`src/core/ssf_pkg.sv`:
```
`default_nettype none
package ssf_pkg;
  // ----------------------------------------------------------
  // register byte addresses
  // ----------------------------------------------------------
  localparam int             ADR_W    = 4;
  localparam logic [3:0]     ADR_STAT = 4'h0;
  localparam logic [3:0]     ADR_RXD  = 4'h4;
  localparam logic [3:0]     ADR_TXD  = 4'h8;
  localparam logic [3:0]     ADR_CTRL = 4'hC;
  // ----------------------------------------------------------
  // status flags: index into flag vector, bit in status word
  // ----------------------------------------------------------
  localparam int             NFLAG    = 5;
  localparam int             F_TXE    = 0;
  localparam int             F_RXF    = 1;
  localparam int             F_OVR    = 2;
  localparam int             F_FRM    = 3;
  localparam int             F_PAR    = 4;
  localparam int             FLAG_POS [NFLAG] = '{7, 6, 5, 4, 3};
  localparam int             TXEND_BIT = 2;
  localparam logic [4:0]     FLAG_RST = 5'h01;
  localparam logic           TXEND_RST = 1'h1;
  // ----------------------------------------------------------
  // control register fields
  // ----------------------------------------------------------
  localparam int             C_RXEN   = 0;
  localparam int             C_TXEN   = 1;
  localparam int             C_SYNC   = 2;
  localparam int             C_PAREN  = 3;
  localparam int             C_PARODD = 4;
  localparam int             C_STOP2  = 5;
  localparam int             CTRL_W   = 6;
  localparam logic [5:0]     CTRL_RST = 6'h00;
endpackage
`default_nettype wire

```
`src/core/ssf_flag.sv`:
```
`timescale 1ns/100ps
`default_nettype none
// sticky flag, cleared by clr_i, or by a 0 write only after it was read as 1
module ssf_flag #(
  parameter logic RST_VAL = 1'b0
) (
  input  wire logic clk_i,
  input  wire logic rst_i,
  input  wire logic set_i,
  input  wire logic clr_i,
  input  wire logic rd_i,
  input  wire logic wr0_i,
  output var  logic flag_o,
  output var  logic armed_o
);
  logic clr_any;

  assign clr_any = clr_i | (wr0_i & armed_o);

  // set beats clear so an event in the clear cycle survives
  always_ff @(posedge clk_i) begin
    if (rst_i) begin
      flag_o <= RST_VAL;
    end else if (set_i) begin
      flag_o <= 1'b1;
    end else if (clr_any) begin
      flag_o <= 1'b0;
    end
  end

  // a fresh event needs a fresh read before a 0 write clears it
  always_ff @(posedge clk_i) begin
    if (rst_i) begin
      armed_o <= 1'b0;
    end else if (rd_i & flag_o) begin
      armed_o <= 1'b1;
    end else if (~flag_o | clr_any) begin
      armed_o <= 1'b0;
    end
  end
endmodule
`default_nettype wire

```
`src/core/ssf_rx_check.sv`:
```
`timescale 1ns/100ps
`default_nettype none
// end-of-character error check, asynchronous mode only
module ssf_rx_check #(
  parameter int DW = 8
) (
  input  wire logic [DW-1:0] data_i,
  input  wire logic          par_bit_i,
  input  wire logic          stop_bit_i,
  input  wire logic          async_i,
  input  wire logic          par_en_i,
  input  wire logic          par_odd_i,
  output wire logic          frm_err_o,
  output wire logic          par_err_o
);
  // only the first stop bit is looked at
  assign frm_err_o = async_i & ~stop_bit_i;
  assign par_err_o = async_i & par_en_i & ((^{data_i, par_bit_i}) != par_odd_i);
endmodule
`default_nettype wire

```
`src/core/ssf_status.sv`:
```
// What this block does
// - Good character moves shift data into holding register and sets receive-full.
// - Receive-full clears by 0 write after read-as-1, or holding register read.
// - Errored character leaves receive-full alone; receiver disabled leaves holding register and receive-full alone.
// - Character ending with receive-full set raises overrun and is discarded.
// - Error flags clear only by 0 write after having been read as 1.
// - Turning the receiver off keeps all error flags unchanged.
// - Overrun stops reception; in synchronous mode also transmission.
// - Asynchronous stop bit sampled at character end; 0 raises framing error.
// - With two stop bits only the first one is checked.
// - Framing error still loads holding register but not receive-full.
// - Framing error stops reception; synchronous mode stops transmission too.
// - Parity enabled, asynchronous: ones count mismatch with odd/even raises parity error.
// - Parity error loads holding register, no receive-full, reception halted.
// - Transmit-end sets when last bit leaves with transmit-empty set, or transmitter off.
// - Transmit-end clears by transmit-empty 0 write after read, or holding write.
// - Transmit-end is read-only.
// - Reset: receive-full and errors 0, transmit-end 1.
// - Writing 1 to a status flag does nothing.
// - Transmit-empty sets on load into shift register or transmitter off.
`timescale 1ns/100ps
`default_nettype none
module ssf_status #(
  parameter int DW = 8
) (
  input  wire logic          clk_i,
  input  wire logic          rst_i,
  // ----------------------------------------------------------
  // wishbone slave
  // ----------------------------------------------------------
  input  wire logic          wb_cyc_i,
  input  wire logic          wb_stb_i,
  input  wire logic          wb_we_i,
  input  wire logic [3:0]    wb_adr_i,
  input  wire logic [3:0]    wb_sel_i,
  input  wire logic [31:0]   wb_dat_i,
  output var  logic [31:0]   wb_dat_o,
  output var  logic          wb_ack_o,
  // ----------------------------------------------------------
  // receive shifter side
  // ----------------------------------------------------------
  input  wire logic          rx_done_i,
  input  wire logic [DW-1:0] rx_shift_i,
  input  wire logic          rx_par_i,
  input  wire logic          rx_stop_i,
  // ----------------------------------------------------------
  // transmit shifter side
  // ----------------------------------------------------------
  input  wire logic          tx_load_i,
  input  wire logic          tx_last_i,
  output var  logic [DW-1:0] tx_data_o,
  output var  logic          tx_empty_o,
  // ----------------------------------------------------------
  // mode and permission outputs
  // ----------------------------------------------------------
  output var  logic [5:0]    ctrl_o,
  output var  logic          rx_allow_o,
  output var  logic          tx_allow_o
);
  // ----------------------------------------------------------
  // bus decode
  // ----------------------------------------------------------
  logic                      req;
  logic                      wr_lo;
  logic                      wr_stat;
  logic                      rd_stat;
  logic                      rd_rxd;
  logic                      wr_txd;
  logic                      wr_ctrl;
  logic                      tx_off;
  logic [5:0]                ctrl_ff;
  logic [DW-1:0]             rx_hold_ff;
  logic                      tx_end_ff;
  logic [7:0]                stat;
  logic [31:0]               nxt_dat;

  assign req     = wb_cyc_i & wb_stb_i & ~wb_ack_o;
  assign wr_lo   = req & wb_we_i & wb_sel_i[0];
  assign wr_stat = wr_lo & (wb_adr_i == ssf_pkg::ADR_STAT);
  assign wr_txd  = wr_lo & (wb_adr_i == ssf_pkg::ADR_TXD);
  assign wr_ctrl = wr_lo & (wb_adr_i == ssf_pkg::ADR_CTRL);
  assign rd_stat = req & ~wb_we_i & (wb_adr_i == ssf_pkg::ADR_STAT);
  assign rd_rxd  = req & ~wb_we_i & (wb_adr_i == ssf_pkg::ADR_RXD);
  // transmitter switched from on to off
  assign tx_off  = wr_ctrl & ctrl_ff[ssf_pkg::C_TXEN] & ~wb_dat_i[ssf_pkg::C_TXEN];

  // one wait state: ack one cycle after the request appears
  always_ff @(posedge clk_i) begin
    if (rst_i) begin
      wb_ack_o <= 1'b0;
    end else begin
      wb_ack_o <= req;
    end
  end

  always_comb begin
    nxt_dat = 32'h0000_0000;
    case (wb_adr_i)
      ssf_pkg::ADR_STAT: nxt_dat[7:0] = stat;
      ssf_pkg::ADR_RXD:  nxt_dat[DW-1:0] = rx_hold_ff;
      ssf_pkg::ADR_TXD:  nxt_dat[DW-1:0] = tx_data_o;
      ssf_pkg::ADR_CTRL: nxt_dat[5:0] = ctrl_ff;
      default:           nxt_dat = 32'h0000_0000;
    endcase
  end

  always_ff @(posedge clk_i) begin
    if (rst_i) begin
      wb_dat_o <= 32'h0000_0000;
    end else if (req & ~wb_we_i) begin
      wb_dat_o <= nxt_dat;
    end
  end

  // ----------------------------------------------------------
  // control and transmit holding registers
  // ----------------------------------------------------------
  always_ff @(posedge clk_i) begin
    if (rst_i) begin
      ctrl_ff <= ssf_pkg::CTRL_RST;
    end else if (wr_ctrl) begin
      ctrl_ff <= wb_dat_i[5:0];
    end
  end

  assign ctrl_o = ctrl_ff;

  always_ff @(posedge clk_i) begin
    if (rst_i) begin
      tx_data_o <= '0;
    end else if (wr_txd) begin
      tx_data_o <= wb_dat_i[DW-1:0];
    end
  end

  // ----------------------------------------------------------
  // receive side: check and take a character
  // ----------------------------------------------------------
  logic [ssf_pkg::NFLAG-1:0] flag_v;
  logic [ssf_pkg::NFLAG-1:0] armed_v;
  logic [ssf_pkg::NFLAG-1:0] set_v;
  logic [ssf_pkg::NFLAG-1:0] clr_v;
  logic [ssf_pkg::NFLAG-1:0] wr0_v;
  logic                      frm_c;
  logic                      par_c;
  logic                      blocked;
  logic                      rx_take;
  logic                      rx_full;

  ssf_rx_check #(
    .DW         (DW)
  ) u_check (
    .data_i     (rx_shift_i),
    .par_bit_i  (rx_par_i),
    .stop_bit_i (rx_stop_i),
    .async_i    (~ctrl_ff[ssf_pkg::C_SYNC]),
    .par_en_i   (ctrl_ff[ssf_pkg::C_PAREN]),
    .par_odd_i  (ctrl_ff[ssf_pkg::C_PARODD]),
    .frm_err_o  (frm_c),
    .par_err_o  (par_c)
  );

  assign rx_full = flag_v[ssf_pkg::F_RXF];
  // any pending error freezes the receiver
  assign blocked = flag_v[ssf_pkg::F_OVR] | flag_v[ssf_pkg::F_FRM] | flag_v[ssf_pkg::F_PAR];
  assign rx_take = rx_done_i & ctrl_ff[ssf_pkg::C_RXEN] & ~blocked;

  // all receive flag sets come from the same rx_take cycle; transmit-empty sets from tx_load_i or tx_off
  always_comb begin
    set_v              = '0;
    set_v[ssf_pkg::F_TXE] = tx_load_i | tx_off;
    set_v[ssf_pkg::F_RXF] = rx_take & ~rx_full & ~frm_c & ~par_c;
    set_v[ssf_pkg::F_OVR] = rx_take & rx_full;
    set_v[ssf_pkg::F_FRM] = rx_take & ~rx_full & frm_c;
    set_v[ssf_pkg::F_PAR] = rx_take & ~rx_full & par_c;
    clr_v              = '0;
    clr_v[ssf_pkg::F_TXE] = wr_txd;
    clr_v[ssf_pkg::F_RXF] = rd_rxd;
  end

  // overrun discards; framing and parity errors still load
  always_ff @(posedge clk_i) begin
    if (rst_i) begin
      rx_hold_ff <= '0;
    end else if (rx_take & ~rx_full) begin
      rx_hold_ff <= rx_shift_i;
    end
  end

  // ----------------------------------------------------------
  // status flags
  // ----------------------------------------------------------
  for (genvar i = 0; i < ssf_pkg::NFLAG; i++) begin : g_flag
    // a 1 write leaves the flag alone
    assign wr0_v[i] = wr_stat & ~wb_dat_i[ssf_pkg::FLAG_POS[i]];
    ssf_flag #(
      .RST_VAL (ssf_pkg::FLAG_RST[i])
    ) u_flag (
      .clk_i   (clk_i),
      .rst_i   (rst_i),
      .set_i   (set_v[i]),
      .clr_i   (clr_v[i]),
      .rd_i    (rd_stat),
      .wr0_i   (wr0_v[i]),
      .flag_o  (flag_v[i]),
      .armed_o (armed_v[i])
    );
  end

  // read-only: bus writes reach it only via the empty flag, a transmit data write or turning the transmitter off
  always_ff @(posedge clk_i) begin
    if (rst_i) begin
      tx_end_ff <= ssf_pkg::TXEND_RST;
    end else if ((tx_last_i & flag_v[ssf_pkg::F_TXE]) | tx_off) begin
      tx_end_ff <= 1'b1;
    end else if ((wr0_v[ssf_pkg::F_TXE] & armed_v[ssf_pkg::F_TXE]) | wr_txd) begin
      tx_end_ff <= 1'b0;
    end
  end

  always_comb begin
    stat = 8'h00;
    for (int k = 0; k < ssf_pkg::NFLAG; k++) begin
      stat[ssf_pkg::FLAG_POS[k]] = flag_v[k];
    end
    stat[ssf_pkg::TXEND_BIT] = tx_end_ff;
  end

  assign tx_empty_o = flag_v[ssf_pkg::F_TXE];

  // ----------------------------------------------------------
  // permissions to the shifters, one cycle behind the flags
  // ----------------------------------------------------------
  always_ff @(posedge clk_i) begin
    if (rst_i) begin
      rx_allow_o <= 1'b0;
      tx_allow_o <= 1'b0;
    end else begin
      rx_allow_o <= ctrl_ff[ssf_pkg::C_RXEN] & ~blocked;
      tx_allow_o <= ctrl_ff[ssf_pkg::C_TXEN] & ~(ctrl_ff[ssf_pkg::C_SYNC] & blocked);
    end
  end
endmodule
`default_nettype wire

```
`config.mk`:
```
export PLATFORM = sky130hd
export DESIGN_NAME = ssf_status
export DESIGN_NICKNAME = d
export VERILOG_FILES = /design/src/core/ssf_pkg.sv /design/src/core/ssf_flag.sv /design/src/core/ssf_rx_check.sv /design/src/core/ssf_status.sv
export SDC_FILE = /design/constraint.sdc
export NUM_CORES = 1
export LEC_CHECK = 0
export ABC_CLOCK_PERIOD_IN_PS = 1650
export BUFFER_PORTS_ARGS = -buffer_cell sky130_fd_sc_hd__buf_2
export CAP_MARGIN = 15
export CORE_ASPECT_RATIO = 0.75
export CORE_MARGIN = 2
export CORE_UTILIZATION = 28
export DETAILED_ROUTE_END_ITERATION = 10
export SLEW_MARGIN = 20
export SYNTH_ARGS = -nofsm -noshare
export SYNTH_HDL_FRONTEND = slang
export SYNTH_SLANG_ARGS = --single-unit
```
`constraint.sdc`:
```
create_clock -name clk_i -period 1.65 [get_ports clk_i]
set_input_delay 0.0825 -clock clk_i [delete_from_list [all_inputs] [get_ports clk_i]]
set_output_delay 0.0825 -clock clk_i [all_outputs]
set_load 0.005 [all_outputs]
```
==> results_dict.tcl, run 1 <==
set metrics [dict create \
    cts_buffers 5 \
    use_met2 0.201 \
    critPathMaxFanout 5 \
    met3_usage 0.0385 \
    r2r_end "g_flag[1].u_flag.flag_o" \
    power_density_nw_per_um2 703 \
    nFillCells 801 \
    reg2reg_slack_ns -0.06 \
    hold_violations 0 \
    critical-path-max-stage-delay_ns 0.58 \
    post-dp-hpwl_um 4510 \
    grt_setup_unrepaired "yes" \
    die_y_um 81.3 \
    floorplan.initialDensity 0.286 \
    critPathLaunchType "register" \
    avgSynthCellArea_um2 9.83 \
    viasPerCell 4.44 \
    hp-class "primary input to register" \
    vias 1794 \
    synth_simple_gate_area_frac 0.154 \
    coreArea_um2 7810 \
    violations "negative setup slack" \
    n_antenna_cell 0 \
    num-nets-final 356 \
    synth_top_area_frac 0.395 \
    grt_use_total 0.140 \
    yosysTopAreaCell "dfxtp_1" \
    yosys.cell_types.count 51 \
    avgRoutedWirePerCell_um 14.6 \
    ys.warnings.count 0 \
    crit_arrival_ns 1.89 \
    synth_compound_area_frac 0.125 \
    whs_path_depth 2 \
    max_freq_mhz 583 \
    pre_cts_ws_ns -0.109 \
    place.gp.congestion 0.902 \
    synth_ff_type "dfxtp_1" \
    grt_pass1_wl_um 9230 \
    synth_edf_count 0 \
    grt_max_degree 17 \
    die_area_um2 8700 \
    power_leakage_nw 1.25 \
    synth_top_cells_by_count "dfxtp_1, nor2_1, buf_4" \
    die_w_um 107 \
    cp.required_ns 1.82 \
    root_buffer "clkbuf_8" \
    drt-initial-drc-count 60 \
    setup_ws_ns -0.0644 \
    critical_path_class "register to register" \
    grt-busiest-layer "met1" \
    ioPinCount 108 \
    ys_async_sr_fraction 0 \
    clk_pin_slew_ns 0.09 \
    syn_inst 227 \
    r2r_cells 4 \
    use_met1 0.202 \
    totalWireLength_um 5880 \
    drt_pre_antenna_iters 4 \
    clock_latency_ns 0.30 \
    drv_slew 0 \
    end_kind "register" \
    ir_worst_vdd_v 0.000289 \
    cts_tree "built" \
    synth_area_um2 2230 \
    path_cells "nand3b_1 > or4b_4 > a2111oi_4 > a2111oi_2" \
    r2r-start "wb_ack_o" \
    h-tree-depth 2 \
    crit_slowest_cell "or4b_4" \
    instances_no_fill 404 \
    yosys-top-cells-area "dfxtp_1, mux2i_1, buf_4" \
    ys_seq_elements 44 \
    post-route-util 0.360 \
    hold-path-endpoint "tx_end_ff" \
    drive_above_1_share 0.344 \
    synthAdderAreaFrac 0 \
    synth.most_common_cell "dfxtp_1" \
    numPlacedInstances 395 \
    final.period_utilization 1.04 \
    period_needed_ns 1.71 \
    rows 28 \
    numClockSinks 44 \
    synth_mux_area_frac 0.160 \
    synth_xor_area_frac 0.0415 \
    maxCapViolations 0 \
    grt_antenna_before_repair 0 \
    min-delay-start "tx_last_i" \
    worst_clock_skew_ns 0.00734 \
    total_power_mw 1.98 \
    grt_pass1_vias 1744 \
    postRouteAntennaNets 0 \
    drc_errors 0 \
    synthToLayoutAreaGrowth_pct 25.9 \
    ys_seq_area_frac 0.395 \
    portBuffers 56 \
    setup_viol 12 \
    cts_buffer_depth 2 \
    synth_top_family_by_area "multiplexers" \
    status "finished, violations left" \
    gr-total-overflow 0 \
    whs_ns 0.0179 \
]
## cell families after synthesis
kind of cell	count (synthesis)
AO/OA/AOI/OAI	38
XOR/XNOR	9
buffers and inverters	42
flip-flops	44
multiplexers	30
other	1
AND/OR/NAND/NOR	63
## final cells by class
class | instances | area, um^2 | area share
multi-input cells | 164 | 1220 | 0.433
well taps | 105 | 131 | 0.0468
clock buffers | 5 | 68.8 | 0.0245
clock inverters | 3 | 18.8 | 0.00668
flip-flops and latches | 44 | 883 | 0.314
inverters | 5 | 18.8 | 0.00668
repair buffers | 78 | 472 | 0.168
## layout by cell type, fill, tap and decap left out, drive strengths merged, types with 4 or more instances in the layout
cell and n:
nand2 7, xnor2 5, inv 5, mux4 4, buf 77, nand2b 4
a21oi 7, dfxtp 44, nor2 34, mux2i 24, clkbuf 5, conb 24
o21ai 5, a22oi 8
## worst max-delay path, delay by kind of cell (launching register included)
kind / cells / cell delay, ns
AO/OA/AOI/OAI: 2 / 0.46
AND/OR/NAND/NOR: 2 / 0.81
flip-flops: 1 / 0.32
## report_power, final
group	internal [mW]	total [mW]	switching, mW
combinational	0.0927	0.223	0.130
sequential	1.06	1.06	0.00159
clock	0.296	0.688	0.392
total	1.45	1.98	0.524
## worst max-delay path by stage
| stage | endpoint | startpoint | slack [ns] | cells after the start |
|---|---|---|---|---|
| 2_1_floorplan | g_flag[4].u_flag.flag_o | g_flag[2].u_flag.flag_o | -0.06 | 4 |
| 3_3_place_gp | g_flag[1].u_flag.flag_o | wb_adr_i[3] | -0.06 | 5 |
| 3_5_place_dp | g_flag[1].u_flag.flag_o | g_flag[2].u_flag.flag_o | -0.11 | 4 |
| 4_1_cts | rx_hold_ff[7] | g_flag[2].u_flag.flag_o | -0.06 | 5 |
| 5_1_grt | rx_hold_ff[0] | g_flag[2].u_flag.flag_o | -0.14 | 5 |
| 6_report | g_flag[1].u_flag.flag_o | wb_ack_o | -0.06 | 4 |
## flip-flops by register name (all words and copies together) (netlist names)
name / flops
ctrl_o: 6
g_flag.u_flag.armed_o: 5
tx_data_o: 8
tx_end_ff: 1
rx_hold_ff: 8
g_flag.u_flag.flag_o: 5
wb_dat_o: 8
wb_ack_o: 1
tx_allow_o: 1
rx_allow_o: 1
## repair_timing
| item | CTS | global route |
|---|---|---|
| hold buffers | 1 | 0 |
| setup endpoints to repair | 16 | 29 |
| hold endpoints to repair | 1 | 0 |
| pin swaps | 0 | 1 |
| setup buffers | 0 | 0 |
| gates resized for setup | 4 | 4 |
## routing by layer
metal  share of wire  routed length, um
met1            0.51               3010
met2            0.40               2360
met3           0.070                411
met4           0.016                 96
met5               0                  0
## stage by stage
| stage | cell area, um^2 | TNS, ns |
|---|---|---|
| 4_1_cts | 2800 | -0.439 |
| 3_5_place_dp | 2670 | -0.668 |
| 3_3_place_gp | 2670 | -0.602 |
| 6_report | 2810 | -0.419 |
| 2_1_floorplan | 2340 | -0.107 |
| 5_1_grt | 2810 | -1.89 |
Power figures use the tool's default switching activity.
==> run 2, diff against run 1 <==
--- a/config.mk
+++ b/config.mk
@@ -5,6 +5,7 @@
 export SDC_FILE = /design/constraint.sdc
 export NUM_CORES = 1
 export LEC_CHECK = 0
+export ABC_AREA = 1
 export ABC_CLOCK_PERIOD_IN_PS = 1650
 export BUFFER_PORTS_ARGS = -buffer_cell sky130_fd_sc_hd__buf_2
 export CAP_MARGIN = 15
==> run 2 against run 1 <==
  * The flow now finishes without violations
  * Setup slack gained 0.25 ns
  * Combinational power shrank 11%
  * Register-to-register slack gained 0.25 ns
  * Total power shrank 0.41%
  * Count of clock-buffer cells in the layout grew 1
  * Non-clock buffer count shrank 16
  * Global-route usage shrank 0.41 points
  * Critical endpoint is now tx_data_o[1]
  * Flip-flop and latch count is the same
  * First-iteration DRC count grew 80%
  * Critical path type unchanged
==> results_dict.tcl, run 2 <==
set metrics [dict create \
    synth_ff_type "dfxtp_1" \
    ys_async_sr_fraction 0 \
    ys_seq_area_frac 0.379 \
    grt_max_degree 20 \
    yosys.cell_types.count 37 \
    crit_start "wb_ack_o" \
    critical_path_class "register to register" \
    cts_setup_buffers 0 \
    viasPerCell 4.36 \
    critPathLaunchType "register" \
    portBuffers 56 \
    num-nets-final 449 \
    top_layer "met4" \
    p_int_mw 1.47 \
    hold_violations 0 \
    min-delay-start "tx_last_i" \
    seq_power_share 0.542 \
    coreArea_um2 7990 \
    ioPinCount 108 \
    pwr-share-comb 0.101 \
    grt_pass1_wl_um 9670 \
    die_w_um 109 \
    r2r-start "wb_ack_o" \
    final_area_um2 2730 \
    numClockSinks 44 \
    vias 2168 \
    synth_area_um2 2320 \
    multi_input_area_um2 1140 \
    ys_seq_elements 44 \
    cts_buffer_depth 2 \
    rows 28 \
    grt_use_total 0.136 \
    avgRoutedWirePerCell_um 12.0 \
    postRouteAntennaNets 0 \
    whs_ns 0.0172 \
    routed-wl-met3_um 364 \
    grt_antenna_before_repair 0 \
    post-dp-hpwl_um 4760 \
    n_antenna_cell 0 \
    fin_setup_tns_ns 0 \
    drc_errors 0 \
    crit_arrival_ns 1.66 \
    die_area_um2 9050 \
    totalWireLength_um 5980 \
    synth_edf_count 0 \
    hp-class "primary input to register" \
    grt_pass1_vias 2039 \
    seqCellArea_um2 881 \
    root_buffer "clkbuf_8" \
    power_frac_clock 0.357 \
    critPathMaxFanout 9 \
    ys.warnings.count 0 \
    synth.most_common_cell "nand2_1" \
    end_kind "register" \
    ir_worst_vdd_v 0.000268 \
    die_y_um 82.9 \
    setup_viol 0 \
    place_area_um2 2620 \
    clk_pin_slew_ns 0.08 \
    drt_pre_antenna_iters 4 \
    yosys-top-cells-area "dfxtp_1, nand2_1, buf_4" \
    synthToLayoutAreaGrowth_pct 17.3 \
    clock_latency_ns 0.30 \
    gr-total-overflow 0 \
    avgSynthCellArea_um2 7.02 \
    final_cell_mix "nand2_1, buf_2, dfxtp_1, inv_1, a21oi_1" \
    power_leakage_nw 1.31 \
    synth_top_cells_by_count "nand2_1, dfxtp_1, inv_1" \
    h-tree-depth 2 \
    final.period_utilization 0.888 \
    period_needed_ns 1.46 \
    synth_top_area_frac 0.379 \
    pre_cts_ws_ns 0.217 \
    floorplan.initialDensity 0.291 \
    cts_tree "built" \
    final_common_cell "nand2_1" \
    power_switching_share 0.253 \
    cts_buffers 5 \
    largest_registers "rx_hold_ff: 8 flops, tx_data_o: 8 flops, wb_dat_o: 8 flops" \
    yosysTopAreaCell "dfxtp_1" \
    syn_inst 331 \
    status "completed" \
    max_freq_mhz 683 \
    grt_setup_unrepaired "no" \
    p_sw_uw 498 \
    worst_clock_skew_ns 0.0102 \
    wl_met1_um 2990 \
    power_density_nw_per_um2 722 \
    place.gp.congestion 0.849 \
    cp.required_ns 1.84 \
    drt-initial-drc-count 108 \
    total_power_mw 1.97 \
    drive_above_1_share 0.235 \
    nFillCells 868 \
    drv_slew 0 \
    cts_resized 0 \
    setup_ws_ns 0.185 \
    met2_length_um 2590 \
    maxCapViolations 0 \
]
run 2: through the flow:
| stage | utilization | cells |
|---|---|---|
| global route | 0.341 | 497 |
| detailed placement | 0.328 | 488 |
| floorplan | - | 354 |
| CTS | 0.341 | 497 |
| global placement | 0.328 | 488 |
| finish | 0.341 | 497 |
run 2: what timing repair did:
action / 4_1_cts / 5_1_grt
hold buffers: 1 / 0
endpoints found under the hold margin: 1 / 0
setup endpoints to repair: 0 / 0
run 2: final cells by class:
type                       count  area share
multi-input combinational    238       0.417
sequential                    44       0.323
timing repair buffer          62       0.120
inverter                      40      0.0578
tap                          105      0.0482
clock buffer                   6      0.0303
clock inverter                 2     0.00367
run 2: worst paths after layout:
kind | end | slack [ns] | cells after the start
hold reg to reg | wb_dat_o[3] | 0.46 | 2
setup / recovery | tx_data_o[1] | 0.19 | 6
hold / removal | tx_end_ff | 0.02 | 3
setup reg to reg | tx_data_o[1] | 0.19 | 6
run 2: logic make-up after synthesis:
kind of cell,Yosys count,synth area share
compound gates,68,0.166
simple gates,144,0.276
xor+xnor,2,0.00754
flops,44,0.379
buf+inv,72,0.169
other cells,1,0.00161
run 2: metal layers:
layer | vias up | global-route usage
met4 | 0 | 0.0322
met5 | - | 0
met3 | 4 | 0.0479
li1 | 1131 | -
met2 | 60 | 0.200
met1 | 973 | 0.189
run 2: worst max-delay path, cell delays in order (launching register included):
cell and delay, ns:
dfxtp_1 0.32, nor2_2 0.13, nand4_2 0.17, nor2_2 0.37, inv_1 0.19, nor2_1 0.13
nor2_1 0.05
run 2: power by group through the flow:
stage	Sequential (mW)	Clock, mW	Combinational, mW
floorplan	1.09	0	0.153
global placement	1.09	0	0.192
detailed placement	1.09	0	0.196
CTS	1.07	0.718	0.199
global route	1.07	0.784	0.227
finish	1.07	0.702	0.199
